===== src/design/tsm_pkg.sv =====
package tsm_pkg;

	// ***************************************************************
	// clocking and long times
	// ***************************************************************
	localparam int unsigned CLK_NS        = 8;
	localparam int unsigned POLL_SLOW_NS  = 1_000_000_000;
	localparam int unsigned POLL_FAST_NS  = 10_000_000;
	localparam int unsigned POLL_SLOW_DEF = POLL_SLOW_NS / CLK_NS;
	localparam int unsigned POLL_FAST_DEF = POLL_FAST_NS / CLK_NS;
	localparam int unsigned SMP_NS [8] = '{28_000, 56_000, 168_000, 280_000,
		816_000, 2_280_000, 6_220_000, 11_790_000};
	localparam int unsigned SMP_CYC_DEF [8] = '{SMP_NS[0] / CLK_NS, SMP_NS[1] / CLK_NS,
		SMP_NS[2] / CLK_NS, SMP_NS[3] / CLK_NS, SMP_NS[4] / CLK_NS,
		SMP_NS[5] / CLK_NS, SMP_NS[6] / CLK_NS, SMP_NS[7] / CLK_NS};
	localparam int unsigned POLL_W = 27;
	localparam int unsigned IVAL_W = 21;

	// ***************************************************************
	// register indices (byte address is four times the index)
	// ***************************************************************
	localparam logic [5:0] IDX_CTRL = 6'h1a;
	localparam logic [5:0] IDX_ALT  = 6'h1b;
	localparam logic [5:0] IDX_STS  = 6'h1c;
	localparam logic [5:0] IDX_MSK  = 6'h1d;
	localparam logic [5:0] IDX_MODE = 6'h1e;

	// ***************************************************************
	// field positions and reset values
	// ***************************************************************
	localparam int unsigned CTRL_ACC_LSB = 13;
	localparam int unsigned CTRL_THR_LSB = 8;
	localparam int unsigned CTRL_IEN     = 7;
	localparam int unsigned CTRL_TINT    = 6;
	localparam int unsigned CTRL_MAN     = 5;
	localparam int unsigned ALT_AVG_LSB  = 11;
	localparam int unsigned ALT_RATE_LSB = 8;
	localparam int unsigned MODE_LSB     = 4;
	localparam logic [1:0] ACC_RST   = 2'h0;
	localparam logic [4:0] THR_RST   = 5'h19;
	localparam logic [1:0] AVG_RST   = 2'h1;
	localparam logic [2:0] RATE_RST  = 3'h4;
	localparam logic [1:0] MODE_MAN  = 2'h2;
	localparam logic [7:0] THR_MULT  = 8'h05;
	localparam logic [3:0] AVG_SH_LO = 4'h9;
	localparam int unsigned EV_HOT   = 0;
	localparam int unsigned EV_DONE  = 1;
	localparam int unsigned EV_N     = 2;

	typedef enum logic [2:0] {
		TSM_IDLE = 3'b001,
		TSM_ACQ  = 3'b010,
		TSM_READ = 3'b100
	} tsm_state_e;

endpackage : tsm_pkg


===== src/design/tsm_top.sv =====
// Summary of operation
// - poll 1 s, 10 ms, or never
// - threshold degrees are five times field minus 25
// - interrupt forwarded only when enable set
// - status latches when temperature reaches threshold
// - manual bit drives sensor enable in mode 10
// - coarse field shows value bits five to one
// - averaging depth 2^9 to 2^15, reset 01
// - sampling interval from eight codes, reset 100
// - alternative reading is degrees plus 25
`timescale 1ns/1ps
`default_nettype none
module tsm_top #(
	parameter int unsigned POLL_SLOW_CYC = tsm_pkg::POLL_SLOW_DEF,
	parameter int unsigned POLL_FAST_CYC = tsm_pkg::POLL_FAST_DEF,
	parameter int unsigned SMP_CYC [8]   = tsm_pkg::SMP_CYC_DEF
) (
	input  wire logic        pclk,       // bus and block clock
	input  wire logic        presetn,    // asynchronous reset, active low
	input  wire logic        psel,       // apb select
	input  wire logic        penable,    // apb access phase
	input  wire logic        pwrite,     // apb direction
	input  wire logic [7:0]  paddr,      // apb byte address
	input  wire logic [31:0] pwdata,     // apb write data
	output logic      [31:0] prdata,     // apb read data
	output logic             pready,     // apb ready
	output logic             pslverr,    // apb error on unmapped address
	output logic             sense_en,   // sensor enable, high acquires
	input  wire logic [7:0]  sense_data, // sensor raw reading
	output logic             temp_irq,   // over-temperature interrupt
	output logic             irq         // masked event interrupt
);
	import tsm_pkg::*;

	// ***************************************************************
	// functions
	// ***************************************************************
	function automatic logic [3:0] avg_shift(input logic [1:0] code);
		avg_shift = AVG_SH_LO + {1'b0, code, 1'b0};
	endfunction : avg_shift

	function automatic logic match(input logic [7:0] a, input logic [5:0] idx);
		match = (a[7:2] == idx);
	endfunction : match

	// ***************************************************************
	// state
	// ***************************************************************
	tsm_state_e          st_q, st_d;
	logic [1:0]          acc_q;
	logic [4:0]          thr_q;
	logic                ien_q, tint_q, man_q, man_old_q;
	logic [1:0]          avg_q;
	logic [2:0]          rate_q;
	logic [1:0]          mode_q;
	logic [EV_N-1:0]     sts_q, msk_q;
	logic [7:0]          temp_q;
	logic                valid_q, hot_old_q;
	logic [POLL_W-1:0]   poll_q;
	logic [IVAL_W-1:0]   ival_q;
	logic [15:0]         smp_q;
	logic [22:0]         sum_q;
	logic                rdy_q, err_q, sen_q, tirq_q, irq_q;
	logic [31:0]         rd_q;

	// ***************************************************************
	// bus decode
	// ***************************************************************
	wire logic acc_ph   = psel & penable;
	wire logic xfer     = acc_ph & rdy_q;
	wire logic wr       = xfer & pwrite;
	wire logic rd       = xfer & ~pwrite;
	wire logic hit_ctrl = match(paddr, IDX_CTRL);
	wire logic hit_alt  = match(paddr, IDX_ALT);
	wire logic hit_sts  = match(paddr, IDX_STS);
	wire logic hit_msk  = match(paddr, IDX_MSK);
	wire logic hit_mode = match(paddr, IDX_MODE);
	wire logic mapped   = hit_ctrl | hit_alt | hit_sts | hit_msk | hit_mode;
	wire logic wr_ctrl  = wr & hit_ctrl;
	wire logic wr_alt   = wr & hit_alt;
	wire logic rd_ctrl  = rd & hit_ctrl;

	wire logic [15:0] ctrl_rd = {1'b0, acc_q, thr_q, ien_q, tint_q, man_q, temp_q[5:1]};
	wire logic [15:0] alt_rd  = {3'b000, avg_q, rate_q, temp_q};
	wire logic [31:0] rd_mux  = hit_ctrl ? {16'h0000, ctrl_rd} :
		hit_alt  ? {16'h0000, alt_rd} :
		hit_sts  ? {30'h0, sts_q} :
		hit_msk  ? {30'h0, msk_q} :
		hit_mode ? {26'h0, mode_q, 4'h0} : 32'h0000_0000;

	// ***************************************************************
	// measurement sequencing
	// ***************************************************************
	wire logic manual  = (mode_q == MODE_MAN);
	wire logic no_poll = acc_q[1];
	wire logic [POLL_W-1:0] poll_lim = acc_q[0] ? POLL_W'(POLL_FAST_CYC - 1) :
		POLL_W'(POLL_SLOW_CYC - 1);
	wire logic poll_tick = ~no_poll & ~manual & (poll_q >= poll_lim);
	wire logic [IVAL_W-1:0] ival_lim = IVAL_W'(SMP_CYC[rate_q] - 1);
	wire logic ival_end = (ival_q >= ival_lim);
	wire logic [3:0]  sh       = avg_shift(avg_q);
	wire logic [15:0] smp_last = (16'h0001 << sh) - 16'h0001;
	wire logic [22:0] sum_nx   = sum_q + {15'h0000, sense_data};
	wire logic [22:0] avg_full = sum_nx >> sh;
	wire logic [7:0]  avg_w    = avg_full[7:0];
	wire logic done_auto = (st_q == TSM_READ) & (smp_q == smp_last);
	wire logic man_read  = manual & man_old_q & ~man_q;
	wire logic [7:0] thr_x5 = {3'b000, thr_q} * THR_MULT;
	wire logic hot = valid_q & (temp_q >= thr_x5);
	wire logic [EV_N-1:0] ev = {done_auto | man_read, hot & ~hot_old_q};

	always_comb begin
		st_d = st_q;
		case (st_q)
			TSM_IDLE: begin
				if (poll_tick) begin
					st_d = TSM_ACQ;
				end
			end
			TSM_ACQ: begin
				if (manual) begin
					st_d = TSM_IDLE;
				end else if (ival_end) begin
					st_d = TSM_READ;
				end
			end
			TSM_READ: begin
				if (manual || done_auto) begin
					st_d = TSM_IDLE;
				end else begin
					st_d = TSM_ACQ;
				end
			end
			default: begin
				st_d = TSM_IDLE;
			end
		endcase
	end

	always_ff @(posedge pclk or negedge presetn) begin
		if (!presetn) begin
			st_q      <= TSM_IDLE;
			poll_q    <= '0;
			ival_q    <= '0;
			smp_q     <= '0;
			sum_q     <= '0;
			man_old_q <= 1'b0;
		end else begin
			st_q      <= st_d;
			poll_q    <= (poll_tick || no_poll || manual) ? '0 : poll_q + 1'b1;
			ival_q    <= (st_q == TSM_ACQ && !ival_end) ? ival_q + 1'b1 : '0;
			smp_q     <= (st_q == TSM_IDLE) ? '0 :
				(st_q == TSM_READ) ? smp_q + 16'h0001 : smp_q;
			sum_q     <= (st_q == TSM_IDLE) ? '0 : (st_q == TSM_READ) ? sum_nx : sum_q;
			man_old_q <= man_q;
		end
	end

	// ***************************************************************
	// results and flags
	// ***************************************************************
	always_ff @(posedge pclk or negedge presetn) begin
		if (!presetn) begin
			temp_q    <= '0;
			valid_q   <= 1'b0;
			hot_old_q <= 1'b0;
			tint_q    <= 1'b0;
			sts_q     <= '0;
		end else begin
			if (done_auto) begin
				temp_q  <= avg_w;
				valid_q <= 1'b1;
			end else if (man_read) begin
				temp_q  <= sense_data;
				valid_q <= 1'b1;
			end
			hot_old_q <= hot;
			tint_q    <= hot | (tint_q & ~rd_ctrl);
			sts_q     <= ev | (sts_q & ~((wr && hit_sts) ? pwdata[EV_N-1:0] : '0));
		end
	end

	// ***************************************************************
	// register writes
	// ***************************************************************
	always_ff @(posedge pclk or negedge presetn) begin
		if (!presetn) begin
			acc_q  <= ACC_RST;
			thr_q  <= THR_RST;
			ien_q  <= 1'b0;
			man_q  <= 1'b0;
			avg_q  <= AVG_RST;
			rate_q <= RATE_RST;
			mode_q <= '0;
			msk_q  <= '0;
		end else begin
			if (wr_ctrl) begin
				acc_q <= pwdata[CTRL_ACC_LSB +: 2];
				thr_q <= pwdata[CTRL_THR_LSB +: 5];
				ien_q <= pwdata[CTRL_IEN];
				man_q <= pwdata[CTRL_MAN];
			end
			if (wr_alt) begin
				avg_q  <= pwdata[ALT_AVG_LSB +: 2];
				rate_q <= pwdata[ALT_RATE_LSB +: 3];
			end
			if (wr && hit_mode) begin
				mode_q <= pwdata[MODE_LSB +: 2];
			end
			if (wr && hit_msk) begin
				msk_q <= pwdata[EV_N-1:0];
			end
		end
	end

	// ***************************************************************
	// registered outputs
	// ***************************************************************
	always_ff @(posedge pclk or negedge presetn) begin
		if (!presetn) begin
			rdy_q  <= 1'b0;
			err_q  <= 1'b0;
			rd_q   <= '0;
			sen_q  <= 1'b0;
			tirq_q <= 1'b0;
			irq_q  <= 1'b0;
		end else begin
			rdy_q  <= acc_ph & ~rdy_q;
			err_q  <= acc_ph & ~rdy_q & ~mapped;
			rd_q   <= (acc_ph && !rdy_q && !pwrite) ? rd_mux : rd_q;
			sen_q  <= manual ? man_q : (st_d == TSM_ACQ);
			tirq_q <= tint_q & ien_q;
			irq_q  <= |(sts_q & msk_q);
		end
	end

	assign prdata   = rd_q;
	assign pready   = rdy_q;
	assign pslverr  = err_q;
	assign sense_en = sen_q;
	assign temp_irq = tirq_q;
	assign irq      = irq_q;
endmodule : tsm_top
`default_nettype wire


===== config.mk =====
export PLATFORM = sky130hd
export DESIGN_NAME = tsm_top
export DESIGN_NICKNAME = d
export VERILOG_FILES = /design/src/design/tsm_pkg.sv /design/src/design/tsm_top.sv
export SDC_FILE = /design/constraint.sdc
export NUM_CORES = 1
export LEC_CHECK = 0
export BUFFER_PORTS_ARGS = -buffer_cell sky130_fd_sc_hd__buf_4
export CAP_MARGIN = 20
export CORE_AREA = 3 3 139 141
export DETAILED_ROUTE_END_ITERATION = 16
export DIE_AREA = 0 0 142 144
export PLACE_DENSITY_LB_ADDON = 0.3
export SETUP_SLACK_MARGIN = 0.3
export SLEW_MARGIN = 15
export SYNTH_ARGS = -nofsm -noshare
export SYNTH_HDL_FRONTEND = slang
export SYNTH_SLANG_ARGS = --single-unit

===== constraint.sdc =====
create_clock -name pclk -period 7.98 [get_ports pclk]
set_input_delay 0.399 -clock pclk [delete_from_list [all_inputs] [get_ports pclk]]
set_output_delay 0.399 -clock pclk [all_outputs]
set_load 0.01 [all_outputs]

==> qor.csv, run 1 <==
stage,metric,value,unit
setup_path,Top delay family on crit path,compound AO/OA/AOI/OAI gates,
setup_path,critical-path cell with the highest stage delay,nand3_1,
global_routing,initial antenna violation count,0,
route,number of nets with antenna violations after detailed routing,0,
synth,fraction of synthesized cell area taken by the top area cell type,0.378,
setup_path,slowest cell delay on critical path,0.64,ns
setup_path,CP Launch Type,flip-flop,
min_path,Hold Path Class,input port to async pin,
global_routing,pin count of the biggest net entering global routing,77,
place,final RePlAce weighted congestion,0.850,
global_routing,global-route wire length before repair,33.8,mm
floorplanning,area of the core region,18100,um^2
synth,post-synthesis instance area,9010,um^2
synth,flip-flop and latch count after synthesis,142,
finish,area added between synthesis and finish,11.8,%
setup_path,WP data required,8.30,ns
timing,setup TNS,0,ns
setup_path,startpoint-to-endpoint class of the critical path,flip-flop to flip-flop,
clocking,Root Buffer,clkbuf_16,
route,average via count per standard cell,5.70,
global_routing,grt ovf,0,
global_routing,via count of the first global-routing pass,6812,
timing,unrepaired setup endpoints after global routing,no,
floorplanning,Initial Utilization,0.498,
clocking,CTS H-tree depth,4,
run_status,result of the run,finished with violations,
timing,max frequency,223,MHz
route,number of vias in the routed layout,7153,
synth,Post-Synthesis Mean Instance Area,9.20,um^2
setup_path,most frequent cell on the critical path,ha_1,
setup_path,crit path capture type,flip-flop,
synth,register area share after synthesis,0.395,
synth,Cells after Synth,979,
route,routed length per instance,16.2,um
timing,crit share post-route,0.562,
timing,post-layout minimum cycle time,4.48,ns
floorplanning,top-level port count,90,
clocking,CTS buffer count,17,
place,post-detail-place hpwl,14.7,mm
finish,register area,3560,um^2
finish,multi-input gate area in the final layout,5100,um^2
floorplanning,std cell rows,49,
synth,most area-hungry cell type in the Yosys netlist,dfrtp_1,
timing,"Slew Viols, Final",0,
clocking,cts hold-fix bufs,0,
finish,count of fill cells added during filler insertion,1586,
finish,number of nets in the layout,1136,
synth,"count leader, synth",dfrtp_1,
timing,Finish-stage setup viols,0,
synth,top cells by instance count after synthesis,"136 x dfrtp_1, 100 x nor2_1, 94 x nand2_1",
synth,number of unique standard cell types used by synthesis,73,
power,power per standard cell area,167,nW/um^2
finish,fin area,10100,um^2
clocking,CTS max path bufs,2,
clocking,count of instances resized after the clock tree is built,0,
run_status,failing checks,negative hold slack,
synth,Yosys warnings,0,
timing,final number of hold-violating endpoints,14,
floorplanning,total die area,20400,um^2
place,# port buffers,50,
timing,worst hold slack,-0.0224,ns
setup_path,data arrival time of the critical path,4.80,ns
synth,count of flip-flops with a built-in enable after synthesis,0,
power,Max rail drop VDD,137,uV
flow_run,reported max-cap violation count,0,
global_routing,GRT Util Overall,0.205,
timing,clock skew after layout,0.00736,ns
route,detailed router's first-iteration violation count,373,
floorplanning,Die Y-Extent,144,um
setup_path,number of buffers and inverters on the critical path,1,
power,Static Leakage,0.00451,uW
clocking,clock transition time at the flip-flop clock pins of the worst setup and hold paths,0.06,ns
route,detailed-routing iteration count for the pre-antenna-repair pass,7,
timing,slew at the pin with the worst max-slew slack,1.01,ns
setup_path,worst-path maximum fanout,23,
setup_path,list of cells traversed by the critical path,inv_1 > ha_1 > nand2b_1 > nor4b_1 > xor2_1 > ha_1 > a21o_1 > a211o_1 > a41oi_1 > o21a_1 > nand3_1 > o211a_1 > o21ai_0,
synth,leading cell types by total area after synthesis,"dfrtp_1 38%, ha_1 9.3%, nor2_1 4.2%",
finish,layout cells sized above 1,0.122,
route,total detailed-routing wirelength,20.4,mm
place,cell area reported after detailed placement,9490,um^2
timing,Max transition margin,0.324,
clocking,clock network latency to the later pin of the worst-skew pair,0.42,ns
route,final routed DRC violation total,0,
synth,dominant register cell in the synthesized netlist,dfrtp_1,
clocking,"Setup Fix Bufs, Post-CTS",0,
finish,number of inserted diodes,0,
clocking,CTS sink cnt,142,
synth,share of synthesized flip-flops with an asynchronous set or reset,1.00,
clocking,CTS tree,done,
floorplanning,width of the chip,142,um
## logic make-up (layout without fill, tap and decap cells)
| family | after synthesis | count (layout) | synth area share |
|---|---|---|---|
| AO/OA/AOI/OAI | 222 | 222 | 0.158 |
| XOR/XNOR | 66 | 66 | 0.0642 |
| adder cells (fa/ha/maj) | 69 | 69 | 0.0975 |
| buffers and inverters | 88 | 119 | 0.0461 |
| flip-flops | 142 | 142 | 0.395 |
| multiplexers | 44 | 44 | 0.0524 |
| other | 1 | 17 | 0.000416 |
| AND/OR/NAND/NOR | 347 | 347 | 0.186 |
## report_power, final
part / switching, uW / internal (uW) / leakage, uW
Sequential: 22.9 / 742 / 0.00190
Combinational: 78.4 / 56.9 / 0.00233
Clock: 301 / 482 / 0.000285
## final timing paths
| check | start | end | slack (ns) | depth (start not counted) |
|---|---|---|---|---|
| max | rate_q[1] | sense_en | 3.50 | 13 |
| min | presetn | prdata[3] | -0.02 | 1 |
| max reg2reg | rate_q[1] | sense_en | 3.50 | 13 |
| min reg2reg | hot_old_q | sts_q[0] | 0.43 | 1 |
| max in group asynchronous | presetn | smp_q[1] | 6.57 | 2 |
| min in group pclk | pwdata[8] | rate_q[0] | 0.20 | 3 |
## metal layers
metal  vias up  track usage  share of wire
li1       3541            -              -
met1      3452        0.285           0.48
met2       134        0.325           0.47
met3        26       0.0440          0.043
met4         0       0.0566          0.013
met5         -            0              0
## registers in the layout (all words and copies together), names as in the netlist, 3 cells and up
signal,cells
ival_q,21
poll_q,27
prdata,15
rate_q,3
smp_q,16
st_q,3
sum_q,23
temp_q,8
thr_q,5
## stage by stage
step / hold WS (ns) / utilization / total power (uW) / setup slack [ns] / std cells
2_1_floorplan: 0.103 / - / 864 / 4.53 / 995
5_1_grt: 0.0170 / 0.557 / 1750 / 3.12 / 1255
3_5_place_dp: 0.436 / 0.524 / 912 / 3.58 / 1224
4_1_cts: 0.000206 / 0.557 / 1700 / 3.47 / 1255
3_3_place_gp: 0.420 / 0.524 / 909 / 3.66 / 1224
6_report: -0.0224 / 0.557 / 1680 / 3.50 / 1255
## cell usage in the layout, fill, tap and decap left out, types with 5 or more instances in the layout
master     count
dfrtp_1      136
nor2_1       100
nand2_1       94
o21ai_0       72
ha_1          67
buf_4         53
nand3_1       49
a21oi_1       44
xor2_1        35
inv_1         33
xnor2_1       31
mux2i_1       28
nand4_1       21
o31ai_1       19
conb_1        17
clkbuf_16     17
mux2_2        15
a21o_1        13
nor2b_1       12
a31oi_1       12
and2_1         9
and3_1         9
or3_1          9
a211oi_1       9
o211ai_1       8
nand2b_1       6
nor3_1         6
a22o_1         6
dfstp_2        6
or2_2          5
nor4_1         5
## layout make-up
cell class / instances / area share
clock inverters: 10 / 0.0112
inverters: 34 / 0.0127
clock buffers: 21 / 0.0467
multi-input cells: 765 / 0.507
well taps: 229 / 0.0285
flip-flops and latches: 142 / 0.354
repair buffers: 54 / 0.0406
No activity file was read; power rests on OpenSTA's default activity.
==> run 2, diff against run 1 <==
==> constraint.sdc (replaced) <==
create_clock -name pclk -period 4.3 [get_ports pclk]
set_input_delay 0.215 -clock pclk [delete_from_list [all_inputs] [get_ports pclk]]
set_output_delay 0.215 -clock pclk [all_outputs]
set_load 0.01 [all_outputs]
==> run 2 against run 1 <==
Compared with the run above:
- via count up 0.89%
- register-to-register slack lost 2.8 ns
- clock skew increased by 0.0020 ns
- sequential power is 86% higher
- first-iteration DRC count fell by 4.0%
- core utilization up 0.30 points
- the flow now finishes without violations
- highest routed layer unchanged
- wire length up 1.3%
==> qor.csv, run 2 (same netlist as run 1, synthesis figures left out) <==
stage,metric,value,unit,change
setup_path,critical-path cell with the highest stage delay,dfrtp_1,,was nand3_1
finish,"leading cell types in the layout, fill and taps excluded","136 x dfrtp_1, 100 x nor2_1, 94 x nand2_1, 72 x o21ai_0, 67 x ha_1",,unchanged
power,"Power, Total",3120,uW,was 1680 uW
route,number of nets with antenna violations after detailed routing,0,,unchanged
clocking,clock network latency to the later pin of the worst-skew pair,0.42,ns,about the same
global_routing,global-route wire length before repair,34.7,mm,was 33.8 mm
clocking,CTS buffer count,17,,unchanged
timing,worst hold slack,0.0142,ns,was -0.0224 ns
power,power per standard cell area,308,nW/um^2,was 167 nW/um^2
setup_path,crit path capture type,flip-flop,,unchanged
finish,area added between synthesis and finish,12.4,%,was 11.8%
global_routing,pin count of the biggest net entering global routing,69,,was 77
setup_path,list of cells traversed by the critical path,inv_1 > ha_1 > nand2b_1 > nor4b_1 > xor2_1 > ha_1 > a21o_1 > a211o_1 > a41oi_1 > o21a_1 > nand3_1 > buf_4 > a21oi_1,,was inv_1 > ha_1 > nand2b_1 > nor4b_1 > xor2_1 > ha_1 > a21o_1 > a211o_1 > a41oi_1 > o21a_1 > nand3_1 > o211a_1 > o21ai_0
timing,"Slew Viols, Final",0,,unchanged
clocking,CTS sink cnt,142,,unchanged
setup_path,Top delay family on crit path,compound AO/OA/AOI/OAI gates,,unchanged
timing,setup TNS,0,ns,unchanged
timing,final number of hold-violating endpoints,0,,was 14
finish,number of flip-flops under the largest register name,27,,unchanged
clocking,CTS H-tree depth,4,,unchanged
timing,unrepaired setup endpoints after global routing,no,,unchanged
floorplanning,Die Y-Extent,144,um,unchanged
setup_path,CP Launch Type,flip-flop,,unchanged
route,number of vias in the routed layout,7217,,"was 7,153"
flow_run,reported max-cap violation count,0,,unchanged
route,detailed-routing iteration count for the pre-antenna-repair pass,5,,was 7
place,# port buffers,50,,unchanged
setup_path,worst-path maximum fanout,21,,was 23
power,Max rail drop VDD,267,uV,was 137 uV
finish,number of inserted diodes,0,,unchanged
route,average via count per standard cell,5.71,,was 5.70
clocking,"Setup Fix Bufs, Post-CTS",0,,unchanged
setup_path,timing startpoint of the critical path,rate_q[0],,was rate_q[1]
clocking,CTS max path bufs,2,,unchanged
min_path,Hold Startpoint,pwdata[8],,
finish,"leading cell type in the layout, fill and taps excluded",dfrtp_1,,unchanged
global_routing,global-route met2 utilization,0.333,,was 0.325
setup_path,number of buffers and inverters on the critical path,2,,was 1
timing,slew at the pin with the worst max-slew slack,1.00,ns,was 1.01 ns
setup_path,startpoint-to-endpoint class of the critical path,flip-flop to flip-flop,,unchanged
route,total detailed-routing wirelength,20.6,mm,was 20.4 mm
route,detailed router's first-iteration violation count,358,,was 373
setup_path,most frequent cell on the critical path,ha_1,,unchanged
global_routing,initial antenna violation count,0,,unchanged
timing,Max transition margin,0.329,,was 0.324
clocking,clock transition time at the flip-flop clock pins of the worst setup and hold paths,0.06,ns,about the same
floorplanning,Initial Utilization,0.498,,unchanged
setup_path,slowest cell delay on critical path,0.52,ns,was 0.64 ns
timing,Finish-stage setup viols,0,,unchanged
finish,top flop regs,"poll_q (27), sum_q (23), ival_q (21)",,unchanged
timing,clock skew after layout,0.00935,ns,was 0.00736 ns
global_routing,GR Layer Usage met1,0.295,,was 0.285
global_routing,most utilized layer in the global route result,met2,,unchanged
finish,number of nets in the layout,1144,,"was 1,136"
timing,max frequency,274,MHz,was 223 MHz
global_routing,via count of the first global-routing pass,7019,,"was 6,812"
floorplanning,area of the core region,18100,um^2,unchanged
finish,Largest Register,poll_q,,unchanged
clocking,Root Buffer,clkbuf_16,,unchanged
timing,post-layout minimum cycle time,3.64,ns,was 4.48 ns
min_path,Hold Path Class,input port to flip-flop,,was input port to async pin
route,final routed DRC violation total,0,,unchanged
setup_path,WP data required,4.64,ns,was 8.30 ns
global_routing,met3 demand-to-capacity share in global routing,0.0380,,was 0.0440
setup_path,data arrival time of the critical path,3.99,ns,was 4.80 ns
place,final RePlAce weighted congestion,0.866,,was 0.850
floorplanning,std cell rows,49,,unchanged
clocking,CTS tree,done,,unchanged
global_routing,GRT Util Overall,0.208,,was 0.205
setup_path,Crit Reg-Reg Startpoint,rate_q[0],,was rate_q[1]
floorplanning,total die area,20400,um^2,unchanged
place,post-detail-place hpwl,14.7,mm,about the same
floorplanning,width of the chip,142,um,unchanged
finish,layout cells sized above 1,0.129,,was 0.122
run_status,result of the run,"finished, final reports clean",,was finished with violations
timing,crit share post-route,0.847,,was 0.562
power,Static Leakage,0.00455,uW,was 0.00451 uW
global_routing,grt ovf,0,,unchanged
route,routed length per instance,16.3,um,was 16.2 um
floorplanning,top-level port count,90,,unchanged
-- run 2: changes by cell type in the layout (fill, tap and decap cells not counted) --
cell	previous run	this run
clkinv_2	4	5
buf_4	53	60
dlygate4sd3_1	0	1
clkinvlp_4	2	1
clkbuf_8	3	0
clkinv_4	1	5
-- run 2: final cells by class --
class | instances | area, um^2
Clock buffer | 18 | 429
Clock inverter | 14 | 145
Fill cell | 1586 | 7960
Inverter | 34 | 128
Multi-Input combinational cell | 765 | 5100
Sequential cell | 142 | 3560
Tap cell | 229 | 287
Timing Repair Buffer | 62 | 472
-- run 2: timing repair --
item,in CTS,in global routing
gates resized for setup,0,0
hold buffers,1,0
endpoints found under the hold margin,62,0
-- run 2: where the power goes --
part	internal [uW]	total [uW]	switching, uW
sequential	1380	1420	41.3
clock	854	1450	594
combinational	108	256	149
total	2340	3120	784
-- run 2: final timing paths --
check                              to  slack (ns)  cells after the start
hold / removal              rate_q[0]        0.01                      3
min in group asynchronous   prdata[9]        0.35                      2
setup / recovery           ival_q[20]        0.66                     13
setup reg to reg           ival_q[20]        0.66                     13
max in group asynchronous    thr_q[3]        2.94                      3
hold reg to reg              sts_q[0]        0.44                      1
-- run 2: per-stage QoR --
step	instances	worst slack, ns	utilization	area, um^2
after floorplan	995	0.852	-	9070
after global routing	1264	0.363	0.560	10100
after CTS	1264	0.702	0.560	10100
after detailed placement	1231	0.736	0.527	9540
final	1264	0.657	0.560	10100
after global placement	1231	0.783	0.527	9540
-- run 2: tightest hold or removal path: stages --
cell     delay [ns]
buf_4          0.09
nand2_1        0.04
o21ai_0        0.06
-- run 2: routing by layer --
metal  vias to the layer above  wire length, um
met5                         -                0
met4                         0              262
met3                        22              769
met2                       141             9460
met1                      3488            10100
li1                       3566                -
==> run 3, diff against run 2 <==
--- a/config.mk
+++ b/config.mk
@@ -5,11 +5,12 @@
 export SDC_FILE = /design/constraint.sdc
 export NUM_CORES = 1
 export LEC_CHECK = 0
+export ABC_AREA = 1
 export BUFFER_PORTS_ARGS = -buffer_cell sky130_fd_sc_hd__buf_4
 export CAP_MARGIN = 20
-export CORE_AREA = 3 3 139 141
+export CORE_AREA = 3 3 143 145
 export DETAILED_ROUTE_END_ITERATION = 16
-export DIE_AREA = 0 0 142 144
+export DIE_AREA = 0 0 146 148
 export PLACE_DENSITY_LB_ADDON = 0.3
 export SETUP_SLACK_MARGIN = 0.3
 export SLEW_MARGIN = 15
==> constraint.sdc (replaced) <==
create_clock -name pclk -period 3.25 [get_ports pclk]
set_input_delay 0.1625 -clock pclk [delete_from_list [all_inputs] [get_ports pclk]]
set_output_delay 0.1625 -clock pclk [all_outputs]
set_load 0.01 [all_outputs]
==> run 3 against run 2 <==
Compared with the run above:
- wire length grew 15%
- worst setup slack got worse by 0.30 ns
- total power increased by 30%
==> qor.csv, run 3 <==
stage,metric,value,unit,change
setup_path,flop-to-flop setup slack,0.36,ns,was 0.66 ns
synth,fraction of synthesized cell area taken by the top area cell type,0.352,,was 0.378
finish,area added between synthesis and finish,16.1,%,was 12.4%
route,detailed router's first-iteration violation count,581,,was 358
place,final RePlAce weighted congestion,0.927,,was 0.866
global_routing,grt ovf,0,,unchanged
power,switching share of power,0.244,,was 0.251
min_path,count of cells along the worst hold path,3,,unchanged
route,number of nets with antenna violations after detailed routing,0,,unchanged
timing,clock skew after layout,0.0138,ns,was 0.00935 ns
synth,"count leader, synth",nand2_1,,was dfrtp_1
route,total detailed-routing wirelength,23.7,mm,was 20.6 mm
finish,layout cells sized above 1,0.122,,was 0.129
route,routed length per instance,14.2,um,was 16.3 um
floorplanning,width of the chip,146,um,was 142 um
finish,number of inserted diodes,0,,unchanged
setup_path,Crit Reg-Reg Startpoint,rate_q[0],,unchanged
power,Static Leakage,0.00532,uW,was 0.00455 uW
global_routing,GR Layer Usage met1,0.289,,was 0.295
synth,most area-hungry cell type in the Yosys netlist,dfrtp_1,,unchanged
place,total instance count after detailed placement,1621,,"was 1,231"
global_routing,most utilized layer in the global route result,met2,,unchanged
setup_path,CP Launch Type,flip-flop,,unchanged
route,detailed-routing iteration count for the pre-antenna-repair pass,5,,unchanged
clocking,CTS sink cnt,142,,unchanged
floorplanning,Initial Utilization,0.499,,was 0.498
synth,Post-Synthesis Mean Instance Area,7.36,um^2,was 9.20 um^2
setup_path,number of buffers and inverters on the critical path,3,,was 2
finish,non-filler instance count after layout,1668,,"was 1,264"
floorplanning,top-level port count,90,,unchanged
synth,dominant register cell in the synthesized netlist,dfrtp_1,,unchanged
global_routing,initial antenna violation count,0,,unchanged
finish,fin area,11200,um^2,"was 10,100 um^2"
place,post-detail-place hpwl,17.3,mm,was 14.7 mm
synth,flip-flop and latch count after synthesis,142,,unchanged
min_path,Hold Startpoint,pwdata[13],,was pwdata[8]
clocking,clock transition time at the flip-flop clock pins of the worst setup and hold paths,0.06,ns,about the same
synth,count of flip-flops with a built-in enable after synthesis,0,,unchanged
timing,final number of hold-violating endpoints,0,,unchanged
place,cell area reported after detailed placement,10300,um^2,was 9540 um^2
timing,worst hold slack,0.0122,ns,was 0.0142 ns
setup_path,slowest cell delay on critical path,0.41,ns,was 0.52 ns
global_routing,pin count of the biggest net entering global routing,76,,was 69
synth,post-synthesis instance area,9660,um^2,was 9010 um^2
power,sequential group share of total power,0.449,,was 0.454
clocking,CTS H-tree depth,4,,unchanged
min_path,Hold Path Class,input port to flip-flop,,unchanged
timing,Finish-stage setup viols,0,,unchanged
setup_path,WP data required,3.56,ns,was 4.64 ns
setup_path,list of cells traversed by the critical path,buf_6 > ha_4 > nand2_1 > ha_2 > nand2_2 > nor3b_4 > nand2_1 > nand2_1 > inv_1 > ha_1 > nand4_1 > nor3_2 > o211ai_1 > nand4_1 > buf_6 > nor2_1,,was inv_1 > ha_1 > nand2b_1 > nor4b_1 > xor2_1 > ha_1 > a21o_1 > a211o_1 > a41oi_1 > o21a_1 > nand3_1 > buf_4 > a21oi_1
power,Comb pwr share,0.062,,was 0.082
min_path,endpoint of the worst hold-timing path,acc_q[0],,was rate_q[0]
synth,Cells after Synth,1311,,was 979
flow_run,reported max-cap violation count,0,,unchanged
timing,post-layout minimum cycle time,2.89,ns,was 3.64 ns
run_status,result of the run,"finished, final reports clean",,unchanged
power,cell-internal power,3060,uW,was 2340 uW
setup_path,Reg2Reg Capture Point,ival_q[17],,was ival_q[20]
floorplanning,std cell rows,51,,was 49
timing,max frequency,346,MHz,was 274 MHz
synth,leading cell types by total area after synthesis,"dfrtp_1 35%, nand2_1 12%, ha_1 8.7%",,"was dfrtp_1 38%, ha_1 9.3%, nor2_1 4.2%"
timing,setup TNS,0,ns,unchanged
global_routing,met3 demand-to-capacity share in global routing,0.0408,,was 0.0380
floorplanning,total die area,21600,um^2,"was 20,400 um^2"
setup_path,crit path capture type,flip-flop,,unchanged
power,Max rail drop VDD,329,uV,was 267 uV
power,"Power, Total",4050,uW,was 3120 uW
finish,number of nets in the layout,1513,,"was 1,144"
clocking,CTS buffer count,17,,unchanged
clocking,CTS max path bufs,2,,unchanged
synth,Yosys warnings,0,,unchanged
clocking,CTS tree,done,,unchanged
finish,top flop regs,"poll_q (27), sum_q (23), ival_q (21)",,unchanged
power,net switching power of the design,988,uW,was 784 uW
finish,"leading cell type in the layout, fill and taps excluded",nand2_1,,was dfrtp_1
finish,Largest Register,poll_q,,unchanged
route,average via count per standard cell,5.29,,was 5.71
timing,slew at the pin with the worst max-slew slack,0.651,ns,was 1.00 ns
floorplanning,area of the core region,19300,um^2,"was 18,100 um^2"
clocking,Root Buffer,clkbuf_16,,unchanged
setup_path,data arrival time of the critical path,3.21,ns,was 3.99 ns
setup_path,worst-path maximum fanout,8,,was 21
synth,register area share after synthesis,0.369,,was 0.395
synth,number of unique standard cell types used by synthesis,55,,was 73
power,clock power share,0.490,,was 0.464
timing,unrepaired setup endpoints after global routing,yes,,was no
global_routing,global-route wire length before repair,39.3,mm,was 34.7 mm
setup_path,number of cells on the worst reg-to-reg path,16,,was 13
finish,"leading cell types in the layout, fill and taps excluded","314 x nand2_1, 167 x inv_1, 161 x nor2_1, 136 x dfrtp_1, 95 x nand3_1",,"was 136 x dfrtp_1, 100 x nor2_1, 94 x nand2_1, 72 x o21ai_0, 67 x ha_1"
place,# port buffers,50,,unchanged
finish,number of flip-flops under the largest register name,27,,unchanged
setup_path,startpoint-to-endpoint class of the critical path,flip-flop to flip-flop,,unchanged
synth,share of synthesized flip-flops with an asynchronous set or reset,1.00,,unchanged
timing,Max transition margin,0.566,,was 0.329
synth,top cells by instance count after synthesis,"315 x nand2_1, 171 x inv_1, 170 x nor2_1",,"was 136 x dfrtp_1, 100 x nor2_1, 94 x nand2_1"
setup_path,critical-path cell with the highest stage delay,dfrtp_1,,unchanged
route,final routed DRC violation total,0,,unchanged
floorplanning,Die Y-Extent,148,um,was 144 um
timing,"Slew Viols, Final",0,,unchanged
clocking,clock network latency to the later pin of the worst-skew pair,0.43,ns,was 0.42 ns
global_routing,GRT Util Overall,0.220,,was 0.208
route,number of vias in the routed layout,8817,,"was 7,217"
power,power per standard cell area,361,nW/um^2,was 308 nW/um^2
global_routing,via count of the first global-routing pass,8316,,"was 7,019"
timing,crit share post-route,0.890,,was 0.847
global_routing,global-route met2 utilization,0.368,,was 0.333
setup_path,Top delay family on crit path,simple AND/OR/NAND/NOR gates,,was compound AO/OA/AOI/OAI gates
setup_path,most frequent cell on the critical path,nand2_1,,was ha_1
-- run 3: cell types whose count changed in the layout (fill, tap and decap cells not counted), moves of 13 or more --
| cell | before | now |
|---|---|---|
| nor3_1 | 6 | 23 |
| o31ai_1 | 19 | 1 |
| nand3_1 | 49 | 95 |
| mux2_2 | 15 | 2 |
| inv_1 | 33 | 167 |
| nor2_1 | 100 | 161 |
| xnor2_1 | 31 | 15 |
| mux2i_1 | 28 | 0 |
| o22ai_1 | 2 | 15 |
| nand2_1 | 94 | 314 |
-- run 3: worst max-delay path by stage --
stage	from	to	slack, ns	cells past startpoint
after detailed placement	rate_q[1]	ival_q[4]	0.12	17
after CTS	rate_q[1]	ival_q[2]	0.33	15
after global placement	rate_q[1]	ival_q[4]	0.21	17
final	rate_q[0]	ival_q[17]	0.36	16
after floorplan	rate_q[0]	ival_q[13]	0.33	16
after global routing	rate_q[1]	ival_q[10]	0.17	17
-- run 3: layer usage --
layer	routed length [um]	vias up
li1	-	4420
met1	10700	4116
met2	11200	234
met3	1110	47
met4	690	0
met5	0	-
-- run 3: what timing repair did --
action / CTS / global route
hold buffers: 4 / 0
pin swaps: 0 / 17
cloned: 0 / 1
setup buffers: 2 / 9
endpoints found under the hold margin: 69 / 0
setup endpoints to repair: 10 / 32
gates resized for setup: 4 / 47
-- run 3: layout make-up --
cell class,instances,area (um^2)
timing repair buffer,82,677
sequential,142,3560
multi-input combinational,974,5400
inverter,174,656
clock inverter,13,151
clock buffer,18,439
tap,265,332
fill,1786,8120
-- run 3: kinds of logic after synthesis --
| family | share of synthesized area |
|---|---|
| other | 0.000388 |
| adder cells (fa/ha/maj) | 0.0910 |
| AO/OA/AOI/OAI | 0.0980 |
| buffers and inverters | 0.0933 |
| XOR/XNOR | 0.0363 |
| AND/OR/NAND/NOR | 0.310 |
| multiplexers | 0.00233 |
| flip-flops | 0.369 |
-- run 3: power groups by stage --
stage / Sequential, uW / Clock, uW / Combinational (uW)
CTS: 1820 / 2010 / 248
global placement: 1850 / 0 / 238
detailed placement: 1850 / 0 / 242
global route: 1820 / 2100 / 280
finish: 1820 / 1980 / 250
floorplan: 1860 / 0 / 108
-- run 3: metrics by stage --
stage	util	setup WS, ns
global route	0.580	0.172
CTS	0.567	0.327
floorplan	-	0.326
global placement	0.533	0.208
detailed placement	0.533	0.123
finish	0.580	0.357
-- run 3: tightest hold or removal path: stages --
cell and delay (ns):
buf_4 0.08, nor2_1 0.03, a21oi_1 0.12
